File: config.mk
export PLATFORM = sky130hd
export DESIGN_NAME = pmc_mode_ctrl
export DESIGN_NICKNAME = d
export VERILOG_FILES = /design/src/logic/pmc_pkg.sv /design/src/logic/pmc_sync.sv /design/src/logic/pmc_mode_ctrl.sv
export SDC_FILE = /design/constraint.sdc
export NUM_CORES = 1
export LEC_CHECK = 0
export ABC_CLOCK_PERIOD_IN_PS = 2800
export BUFFER_PORTS_ARGS = -buffer_cell sky130_fd_sc_hd__buf_2
export CAP_MARGIN = 20
export CORE_MARGIN = 2
export CORE_UTILIZATION = 47
export DETAILED_ROUTE_END_ITERATION = 10
export PLACE_DENSITY = 0.72
export SYNTH_ARGS = -nofsm -noshare
export SYNTH_HDL_FRONTEND = slang
export SYNTH_SLANG_ARGS = --single-unit
File: constraint.sdc
create_clock -name clk -period 2.8 [get_ports clk]
set_input_delay 0.56 -clock clk [delete_from_list [all_inputs] [get_ports clk]]
set_output_delay 0.56 -clock clk [all_outputs]
set_load 0.005 [all_outputs]
File: src/logic/pmc_pkg.sv
/*
  shared constants and types for the power mode controller.
  assumes a 100 MHz system clock and a byte-addressed register bus.
*/
`default_nettype none

package pmc_pkg;

  // register byte offsets
  localparam logic [3:0] PMC_CTRL_OFS = 4'h0;
  localparam logic [3:0] PMC_STAT_OFS = 4'h4;
  localparam logic [3:0] PMC_ACK_OFS = 4'h8;

  // status and acknowledge field positions
  localparam int PMC_ST_FLAG_BIT = 0;
  localparam int PMC_ST_LATCH_BIT = 1;
  localparam int PMC_ST_MODE_LSB = 4;
  localparam int PMC_ACK_BIT = 0;

  // control word, low bit first: permit, deep, partial, lvd on,
  // lvd in stop, debug entry enable, oscillator kept, rate[2:0]
  typedef struct packed {
    logic [2:0] rate;
    logic osc_keep;
    logic dbg_en;
    logic lvd_stop;
    logic lvd_on;
    logic partial;
    logic deep;
    logic permit;
  } pmc_ctrl_t;

  localparam int PMC_CTRL_W = 10;
  localparam pmc_ctrl_t PMC_CTRL_RST = 10'h000;

  typedef enum logic [2:0] {
    PMC_BOOT, PMC_RUN, PMC_WAIT, PMC_HALT,
    PMC_STOP1, PMC_STOP2, PMC_STOP3
  } pmc_state_t;

  // debug command codes
  localparam logic [2:0] PMC_CMD_MEM = 3'h0;
  localparam logic [2:0] PMC_CMD_MEMST = 3'h1;
  localparam logic [2:0] PMC_CMD_DREG = 3'h2;
  localparam logic [2:0] PMC_CMD_HALT = 3'h3;
  localparam logic [2:0] PMC_CMD_CPUREG = 3'h4;
  localparam logic [2:0] PMC_CMD_TRACE = 3'h5;
  localparam logic [2:0] PMC_CMD_GO = 3'h6;

  // interrupt vector selection on a stop3 exit
  localparam logic [1:0] PMC_VEC_IRQ = 2'h0;
  localparam logic [1:0] PMC_VEC_KBI = 2'h1;
  localparam logic [1:0] PMC_VEC_RTI = 2'h2;

  // cycles after reset release before the mode pin is read
  localparam logic [1:0] PMC_BOOT_CYC = 2'h3;

  // self-clocked wake source: one tick per period
  localparam int PMC_CLK_NS = 10;
  localparam int PMC_TICK_NS = 1000000;
  localparam int PMC_TICK_CYC = PMC_TICK_NS / PMC_CLK_NS;

  // base of the wake interval in ticks, shifted by the rate
  localparam logic [9:0] PMC_WAKE_BASE = 10'h004;

endpackage

`default_nettype wire

File: src/logic/pmc_sync.sv
/*
  two-stage synchroniser for pin inputs, any width.
  assumes the inputs are asynchronous to clk.
*/
`timescale 1ns/1ns
`default_nettype none

module pmc_sync
  import pmc_pkg::*;
#(
  parameter int W = 1,
  parameter logic [W-1:0] RST_VAL = '1
)(
  input wire logic clk,
  input wire logic rst,
  input wire logic [W-1:0] d,
  output logic [W-1:0] q
);

  typedef struct packed {
    logic [W-1:0] meta;
    logic [W-1:0] sync;
  } pmc_sync_t;

  pmc_sync_t s;
  pmc_sync_t next_s;

  // the first stage feeds only the second stage
  always_comb
  begin
    next_s.meta = d;
    next_s.sync = s.meta;
  end

  always_ff @(posedge clk)
  begin
    if (rst)
    begin
      s.meta <= RST_VAL;
      s.sync <= RST_VAL;
    end
    else
    begin
      s <= next_s;
    end
  end

  assign q = s.sync;

endmodule

`default_nettype wire

File: src/logic/pmc_mode_ctrl.sv
/*
  power and debug mode controller: run, wait, debug halt, stop1-3,
  pin latch hold with recovery flag, self-clocked periodic wake.
  assumes core strobes are one-cycle pulses on clk, pins asynchronous.
*/
// The Avalon-MM slave port and the register offsets were chosen for this implementation.
// How it works
// - halt entry: mode pin low at reset, halt command, instruction, breakpoints.
// - in debug halt the processor is suspended and runs only trace steps.
// - memory, status, debug register and halt commands taken in run and halt.
// - cpu register, trace and resume commands only taken in debug halt.
// - wait instruction stops the processor clock and clears interrupt mask.
// - interrupt in wait resumes with the stacking sequence.
// - in wait only halt and status commands; status returns error, no access.
// - halt command in wait goes straight to debug halt.
// - permitted stop instruction enters a stop level and halts clocks.
// - stop instruction without permit forces an illegal opcode reset.
// - deep and partial bits pick stop2, stop1 or stop3.
// - stop1 and stop2 only when the low voltage detector is not armed.
// - stop1 wakes on reset pin or interrupt pin, taken as active low.
// - stop1 wake restarts as from power-on, registers lost.
// - stop2 latches pins, keeps ram, holds until acknowledge is written.
// - stop2 wakes on reset pin, interrupt pin or periodic wake.
// - stop2 wake restarts as power-on except pins stay latched.
// - recovery flag set after stop2 wake until acknowledge is written.
// - opened latches follow port registers; software restores first.
// - stop3 halts clocks, optional oscillator, keeps all state.
// - stop3 reset pin exit resets; interrupt exits take their vector.
// - self-clocked source drives periodic wake; rate zero disables both.
// - stop1 or stop2 with detector armed or debug enabled gives stop3.
`timescale 1ns/1ns
`default_nettype none

module pmc_mode_ctrl
  import pmc_pkg::*;
#(
  parameter int TICK_CYCLES = PMC_TICK_CYC,
  parameter int KP_W = 8
)(
  input wire logic clk,
  input wire logic rst,
  input wire logic [3:0] avs_address,
  input wire logic avs_read,
  input wire logic avs_write,
  input wire logic [31:0] avs_writedata,
  output logic [31:0] avs_readdata,
  output logic avs_waitrequest,
  input wire logic wait_instr,
  input wire logic stop_instr,
  input wire logic debug_halt_instruction,
  input wire logic serial_debug_controller_bkpt,
  input wire logic onchip_breakpoint_unit_bkpt,
  input wire logic irq_request,
  input wire logic cmd_valid,
  input wire logic [2:0] cmd_code,
  input wire logic debug_pin_mode_select,
  input wire logic reset_pin_n,
  input wire logic wake_irq_pin_n,
  input wire logic [KP_W-1:0] keypad_interrupt_pins_n,
  output logic cpu_clock_en,
  output logic cpu_suspended,
  output logic cpu_step,
  output logic imask_clear,
  output logic stack_start,
  output logic cmd_ack,
  output logic cmd_err,
  output logic cmd_rej,
  output logic illegal_opcode_reset,
  output logic por_restart,
  output logic vector_take,
  output logic [1:0] vector_sel,
  output logic clocks_halted,
  output logic osc_run,
  output logic ram_powered,
  output logic pin_latch_hold,
  output logic periodic_wake_on,
  output logic [2:0] mode_code
);

  localparam int TW = $clog2(TICK_CYCLES);

  if (TICK_CYCLES < 2)
  begin : g_chk_tick
    $error("TICK_CYCLES must be at least 2");
  end
  if (KP_W < 1)
  begin : g_chk_kp
    $error("KP_W must be at least 1");
  end

  typedef struct packed {
    pmc_state_t state;
    pmc_ctrl_t ctrl;
    logic [1:0] boot_cnt;
    logic flag;
    logic latch;
    logic [TW-1:0] tick_cnt;
    logic [9:0] wake_cnt;
    logic periodic_wake_interrupt;
    logic waitreq;
    logic [31:0] rdata;
    logic cpu_clk;
    logic susp;
    logic step;
    logic imask;
    logic stack;
    logic ack;
    logic err;
    logic rej;
    logic ill;
    logic por;
    logic vec;
    logic [1:0] vsel;
    logic halted;
    logic osc;
    logic ram;
    logic pwo;
  } pmc_regs_t;

  pmc_regs_t s;
  pmc_regs_t next_s;

  logic ms_s;
  logic rstp_s;
  logic irqp_s;
  logic [KP_W-1:0] kbi_s;

  // all pins pass two flops before use
  pmc_sync #(.W(3), .RST_VAL(3'h7)) u_sync_pins (
    .clk(clk),
    .rst(rst),
    .d({debug_pin_mode_select, reset_pin_n, wake_irq_pin_n}),
    .q({ms_s, rstp_s, irqp_s})
  );

  pmc_sync #(.W(KP_W), .RST_VAL({KP_W{1'b1}})) u_sync_kbi (
    .clk(clk),
    .rst(rst),
    .d(keypad_interrupt_pins_n),
    .q(kbi_s)
  );

  logic rst_wake;
  logic irq_wake;
  logic kbi_wake;
  logic lvd_armed;
  logic dbg_trig;
  logic halt_cmd;
  logic bus_req;
  logic bus_done;
  logic ack_wr;
  logic [9:0] wake_ticks;
  pmc_state_t stop_level;

  // wake pins are active low whatever their run-mode setup
  assign rst_wake = ~rstp_s;
  assign irq_wake = ~irqp_s;
  assign kbi_wake = ~&kbi_s;
  assign lvd_armed = s.ctrl.lvd_on & s.ctrl.lvd_stop;
  assign halt_cmd = cmd_valid & (cmd_code == PMC_CMD_HALT);
  assign dbg_trig = debug_halt_instruction | serial_debug_controller_bkpt |
                    onchip_breakpoint_unit_bkpt | halt_cmd;
  assign bus_req = avs_read | avs_write;
  assign bus_done = bus_req & ~s.waitreq;
  assign ack_wr = bus_done & avs_write & (avs_address == PMC_ACK_OFS) &
                  avs_writedata[PMC_ACK_BIT];
  assign wake_ticks = PMC_WAKE_BASE << s.ctrl.rate;

  // level choice; armed detector or debug enable forces stop3
  always_comb
  begin
    if (!s.ctrl.deep || lvd_armed || s.ctrl.dbg_en)
      stop_level = PMC_STOP3;
    else if (s.ctrl.partial)
      stop_level = PMC_STOP2;
    else
      stop_level = PMC_STOP1;
  end

  always_comb
  begin
    next_s = s;
    next_s.step = 1'b0;
    next_s.imask = 1'b0;
    next_s.stack = 1'b0;
    next_s.ack = 1'b0;
    next_s.err = 1'b0;
    next_s.rej = 1'b0;
    next_s.ill = 1'b0;
    next_s.por = 1'b0;
    next_s.vec = 1'b0;
    next_s.periodic_wake_interrupt = 1'b0;

    // one wait cycle per access keeps read data on a flop
    next_s.waitreq = ~(bus_req & s.waitreq);
    if (bus_req && s.waitreq)
    begin
      next_s.rdata = 32'h0000_0000;
      unique case (avs_address)
        PMC_CTRL_OFS: next_s.rdata[PMC_CTRL_W-1:0] = s.ctrl;
        PMC_STAT_OFS:
        begin
          next_s.rdata[PMC_ST_FLAG_BIT] = s.flag;
          next_s.rdata[PMC_ST_LATCH_BIT] = s.latch;
          next_s.rdata[PMC_ST_MODE_LSB +: 3] = s.state;
        end
        default: next_s.rdata = 32'h0000_0000;
      endcase
    end
    if (bus_done && avs_write && avs_address == PMC_CTRL_OFS)
      next_s.ctrl = pmc_ctrl_t'(avs_writedata[PMC_CTRL_W-1:0]);

    // acknowledge opens the latches and drops the flag
    if (ack_wr && s.state != PMC_STOP2)
    begin
      next_s.flag = 1'b0;
      next_s.latch = 1'b0;
    end

    // self-clocked source and periodic wake; rate zero stops both
    if (s.ctrl.rate == 3'h0)
    begin
      next_s.tick_cnt = '0;
      next_s.wake_cnt = 10'h000;
    end
    else if (s.tick_cnt == TW'(TICK_CYCLES - 1))
    begin
      next_s.tick_cnt = '0;
      if (s.wake_cnt >= wake_ticks - 10'h001)
      begin
        next_s.wake_cnt = 10'h000;
        next_s.periodic_wake_interrupt = 1'b1;
      end
      else
      begin
        next_s.wake_cnt = s.wake_cnt + 10'h001;
      end
    end
    else
    begin
      next_s.tick_cnt = s.tick_cnt + TW'(1);
    end

    // debug command answers; halt entry is handled per state
    if (cmd_valid)
    begin
      unique case (s.state)
        PMC_RUN, PMC_HALT:
        begin
          if (cmd_code <= PMC_CMD_HALT || s.state == PMC_HALT)
            next_s.ack = (cmd_code <= PMC_CMD_GO);
          next_s.rej = ~next_s.ack;
        end
        PMC_WAIT, PMC_STOP3:
        begin
          // status commands report stop or wait with no memory access
          next_s.err = (cmd_code == PMC_CMD_MEMST);
          next_s.ack = halt_cmd && (s.state == PMC_WAIT || s.ctrl.dbg_en);
          next_s.rej = ~next_s.err & ~next_s.ack;
        end
        default: next_s.rej = 1'b1;
      endcase
    end

    unique case (s.state)
      PMC_BOOT:
      begin
        // give the pin synchroniser time to show the real level
        if (s.boot_cnt == PMC_BOOT_CYC)
          next_s.state = ms_s ? PMC_RUN : PMC_HALT;
        else
          next_s.boot_cnt = s.boot_cnt + 2'h1;
      end
      PMC_RUN:
      begin
        if (dbg_trig)
          next_s.state = PMC_HALT;
        else if (stop_instr && !s.ctrl.permit)
          next_s.ill = 1'b1;
        else if (stop_instr)
        begin
          next_s.state = stop_level;
          next_s.latch = (stop_level == PMC_STOP2) | s.latch;
        end
        else if (wait_instr)
        begin
          next_s.state = PMC_WAIT;
          next_s.imask = 1'b1;
        end
      end
      PMC_WAIT:
      begin
        if (halt_cmd)
          next_s.state = PMC_HALT;
        else if (irq_request)
        begin
          next_s.state = PMC_RUN;
          next_s.stack = 1'b1;
        end
      end
      PMC_HALT:
      begin
        // suspended until the resume command; trace runs one step
        if (cmd_valid && cmd_code == PMC_CMD_GO)
          next_s.state = PMC_RUN;
        else if (cmd_valid && cmd_code == PMC_CMD_TRACE)
          next_s.step = 1'b1;
      end
      PMC_STOP1:
      begin
        if (rst_wake || irq_wake)
        begin
          next_s.state = PMC_BOOT;
          next_s.por = 1'b1;
        end
      end
      PMC_STOP2:
      begin
        if (rst_wake || irq_wake || s.periodic_wake_interrupt)
        begin
          next_s.state = PMC_BOOT;
          next_s.por = 1'b1;
          next_s.flag = 1'b1;
        end
      end
      PMC_STOP3:
      begin
        if (rst_wake)
        begin
          next_s.state = PMC_BOOT;
          next_s.por = 1'b1;
        end
        else if (halt_cmd && s.ctrl.dbg_en)
          next_s.state = PMC_HALT;
        else if (irq_wake || kbi_wake || s.periodic_wake_interrupt)
        begin
          next_s.state = PMC_RUN;
          next_s.vec = 1'b1;
          next_s.vsel = irq_wake ? PMC_VEC_IRQ :
                        kbi_wake ? PMC_VEC_KBI : PMC_VEC_RTI;
        end
      end
    endcase

    // a power-on style restart loses the control register
    if (next_s.por)
    begin
      next_s.ctrl = PMC_CTRL_RST;
      next_s.boot_cnt = 2'h0;
    end

    // flop copies of the mode outputs
    next_s.cpu_clk = (next_s.state == PMC_RUN);
    next_s.susp = (next_s.state == PMC_HALT);
    next_s.halted = (next_s.state >= PMC_STOP1);
    next_s.osc = (next_s.state == PMC_STOP3) & next_s.ctrl.osc_keep;
    next_s.ram = (next_s.state != PMC_STOP1);
    next_s.pwo = (next_s.ctrl.rate != 3'h0);
  end

  always_ff @(posedge clk)
  begin
    if (rst)
    begin
      s <= '0;
      s.waitreq <= 1'b1;
      s.ram <= 1'b1;
    end
    else
    begin
      s <= next_s;
    end
  end

  assign avs_readdata = s.rdata;
  assign avs_waitrequest = s.waitreq;
  assign cpu_clock_en = s.cpu_clk;
  assign cpu_suspended = s.susp;
  assign cpu_step = s.step;
  assign imask_clear = s.imask;
  assign stack_start = s.stack;
  assign cmd_ack = s.ack;
  assign cmd_err = s.err;
  assign cmd_rej = s.rej;
  assign illegal_opcode_reset = s.ill;
  assign por_restart = s.por;
  assign vector_take = s.vec;
  assign vector_sel = s.vsel;
  assign clocks_halted = s.halted;
  assign osc_run = s.osc;
  assign ram_powered = s.ram;
  assign pin_latch_hold = s.latch;
  assign periodic_wake_on = s.pwo;
  assign mode_code = s.state;
endmodule

`default_nettype wire

==> impl_summary.md <==
Outcome
The run finished with clean final reports.

Timing
For this run, the top clock speed supported by timing is just under 400 MHz. At the pin with the least slew margin, the transition time is 0.582 ns. The final max-slew violation count is 0. The tightest hold path in the finished design has a slack of between 0.3 and 0.4 ns. The fraction of the cycle the final worst path needs is 0.926. Headroom to the max-slew limit came out at 0.611. For the final database, setup skew stands at approximately 0.017 ns. The worst path meets setup with approximately 0.21 ns of slack. The time the final worst path needs with I/O delays and setup is about 2.6 ns. Adding up every negative setup slack in the final design gives 0 ns. The hold violation total from the final report came to 0.

Setup violations remaining at the end of the flow were counted as 0.

Synth
The cell count after synthesis came out at 471. After synthesis, the mean cell area works out to roughly 9 um2. The synthesized netlist contains 55 unique library cells.

Counting flops and latches in the post-synthesis netlist gives 94. The dominant synthesized flop cell is sky130_fd_sc_hd__dfxtp_1. The share of flip-flops with an asynchronous set or reset after synthesis is 0. The sequential area share after synthesis is 0.442.

The Yosys step of the flow raised 0 warnings. Counting flops with a built-in enable in the synthesized netlist gives 0. The combined area of all synthesized cells is between 4000 and 5000 um2.

GRT
The initial antenna violation count is 0. The maximum number of pins on one net before global-route repair is 32. The number of global-route vias before repair is 2975. The total overflow left after global routing is 0. The first global-routing pass estimated roughly 14000 um of wire. For this run, the total global-route usage over all layers was measured as 0.169.

Route
The final routed DRC violation total is 0. In the routed layout, each cell is associated on average with a via count of about 5.1. The final routed wire length divided by cell count is around 13 um. For this block, the routed nets add up to 8370 um of wire. The number of optimization iterations in the first detailed-route pass is 4.

The DRC violation total after the first TritonRoute iteration is between 100 and 150. The count of antenna-violating nets left after detailed routing is 0. Summing over every cut layer, the via total after detailed routing is approximately 3300.

Placement
The half-perimeter wire length after placement is a little over 6000 um. At the end of routability-driven placement, the weighted congestion stood at 0.875. The placement-stage worst setup slack is between 0.07 and 0.08 ns.

The total of buffers placed on input and output ports is 70.

Worst setup path
The kind of critical path is reg2reg. Data on the critical path is required at its endpoint by 3.09 ns. STA classifies the critical path endpoint as a flip-flop.

The source of the critical timing path is s[89]. For the worst setup path, the data arrival time is between 2 and 3 ns. The number of cells on the worst reg-to-reg path is 13. Along the worst path, the maximum fanout reaches 6. The critical path endpoint is s[50].

The internal reg-to-reg setup slack is just over 0.2 ns. The worst register-to-register path begins at s[89]. The worst setup path is launched from a flip-flop. The worst register-to-register path ends at s[50].

Cells and area
Compared with the post-synthesis result, the final layout area differs by 11.7%. The total inserted antenna cells is 0. The top cell types in the final layout, fill and taps aside, are 92 x sky130_fd_sc_hd__dfxtp_1, 71 x sky130_fd_sc_hd__buf_2, 55 x sky130_fd_sc_hd__nor2_1. The total of fill cells in the finished design is 810. For this run, the share of the core covered by cells in the final layout is 0.543. The number of nets in the layout is between 600 and 700. In the final layout, the share of cells above drive strength 1 is 0.260. The commonest non-fill, non-tap cell in the layout is sky130_fd_sc_hd__dfxtp_1.

Clocking
After clock tree synthesis, the clock-pin slew on the worst setup and hold paths is 0.10 ns. The clock tree synthesis step divided the H-tree into 3 levels. In this run the clock root is driven by a sky130_fd_sc_hd__clkbuf_8. In this run, post-CTS hold repair placed 0 buffers. The clock tree from TritonCTS is done. The insertion delay of the later-clocked pin in the worst-skew pair is 0.36 ns. Counting along the longest clock path gives a buffer depth of 2.

The clock sink total is 94. The number of clock buffers added by TritonCTS is 9.

Run
The tool flagged a number of max-cap violations equal to 0.

Floorplan
The number of rows in the core area is 34. In this run the vertical extent of the chip is roughly 99 um. The die area is between 9000 and 10000 um2. roughly 120 I/O pins were placed. For this configuration, the core starts out at a cell density of 0.486.

In this run the standard cell core region covers between 8000 and 9000 um2. The width of the die is a little under 100 um.

Power
Summing internal, switching and leakage power gives around 2.6 mW. The leakage power is 2.03 nW. The power density over the cells is about 550 nW/um2. The worst-case IR drop observed on VDD is approximately 0.00031 V.

Hold path
The tightest min-delay check is of the in2reg type.
synthesized netlist by cell type (all sizes together), types with 3 or more instances:
master  number  share of area
dfxtp       94           0.44
nor2        55          0.048
buf         42          0.074
nand2       31          0.027
or2         26          0.038
nor3        24          0.028
nand3       18          0.021
xor2        17          0.035
a21oi       16          0.019
clkbuf      12          0.011
ha          12          0.035
a22oi       11          0.019
mux2i       11          0.026
xnor2        9          0.019
inv          8         0.0071
nand4        7          0.010
nor4         7          0.012
o21ai        7         0.0082
a31oi        6         0.0088
nand2b       6         0.0088
and3         5         0.0085
nor2b        5         0.0073
mux2         4          0.011
and4b        3         0.0071
nand3b       3         0.0053
or4          3         0.0062
cell type report:
type / count / area, um2 / share of cell area
clock buffers: 10 / 128 / 0.0268
clock inverters: 6 / 55.1 / 0.0116
inverters: 8 / 30.0 / 0.00631
multi-input cells: 335 / 2090 / 0.440
flip-flops and latches: 94 / 1880 / 0.396
well taps: 108 / 135 / 0.0284
repair buffers: 81 / 430 / 0.0905
critical path, cell delays in order (launching register included):
cell and delay (ns):
sky130_fd_sc_hd__dfxtp_2 0.37, sky130_fd_sc_hd__nor3_4 0.22, sky130_fd_sc_hd__inv_1 0.08, sky130_fd_sc_hd__ha_2 0.20, sky130_fd_sc_hd__nor3_1 0.14, sky130_fd_sc_hd__a21o_1 0.11
sky130_fd_sc_hd__a21oi_1 0.06, sky130_fd_sc_hd__ha_1 0.29, sky130_fd_sc_hd__nand4_1 0.11, sky130_fd_sc_hd__o221ai_2 0.21, sky130_fd_sc_hd__nand3_2 0.11, sky130_fd_sc_hd__a2111oi_4 0.31
sky130_fd_sc_hd__buf_4 0.20, sky130_fd_sc_hd__nor2b_1 0.12
metal layers:
layer	up-vias	global-route usage	part of all wire
met5	-	0	0
met4	0	0.0580	0.0096
met3	7	0.0330	0.051
met2	85	0.286	0.49
met1	1509	0.217	0.45
li1	1684	-	-
power breakdown:
part	internal [mW]	switching (mW)	leakage, nW
Clock	0.340	0.497	0.0869
Sequential	1.39	0.0577	0.765
Combinational	0.149	0.193	1.18
sequential cells by signal, summed over array words and instances, names as in the netlist, 2 cells and up:
signal,count
mode_code,2
s,41
avs_readdata,10
u_sync_pins.next_s,3
u_sync_kbi.next_s,8
u_sync_pins.q,3
u_sync_kbi.q,8
vector_sel,2
logic make-up (layout without fill, tap and decap cells):
kind of cell             after synthesis  after routing  synth area share
AO/OA/AOI/OAI                         54             54            0.0838
XOR/XNOR                              26             26            0.0535
adder cells (fa/ha/maj)               12             12            0.0353
buffers and inverters                 63            105            0.0949
flip-flops                            94             94             0.442
multiplexers                          15             15            0.0364
other                                  2             23           0.00176
AND/OR/NAND/NOR                      205            205             0.252
how the worst min path moves through the flow:
stage                                          start                   end  depth (start not counted)  slack, ns
after floorplan                 u_sync_kbi.next_s[0]       u_sync_kbi.q[0]                          1       0.39
after global placement          u_sync_kbi.next_s[7]       u_sync_kbi.q[7]                          1       0.39
after detailed placement       u_sync_pins.next_s[0]      u_sync_pins.q[0]                          1       0.40
after CTS                 keypad_interrupt_pins_n[7]  u_sync_kbi.next_s[7]                          2       0.36
after global routing      keypad_interrupt_pins_n[7]  u_sync_kbi.next_s[7]                          2       0.36
final                     keypad_interrupt_pins_n[7]  u_sync_kbi.next_s[7]                          2       0.38
repair_timing:
action,4_1_cts,5_1_grt
gates resized for setup,0,9
endpoints found under the setup margin,0,11
setup buffers,0,0
through the flow:
stage | area (um2) | instances
6_report | 4760 | 642
5_1_grt | 4760 | 642
4_1_cts | 4710 | 641
3_5_place_dp | 4530 | 625
3_3_place_gp | 4530 | 625
2_1_floorplan | 4350 | 492
Power figures use the tool's default switching activity.
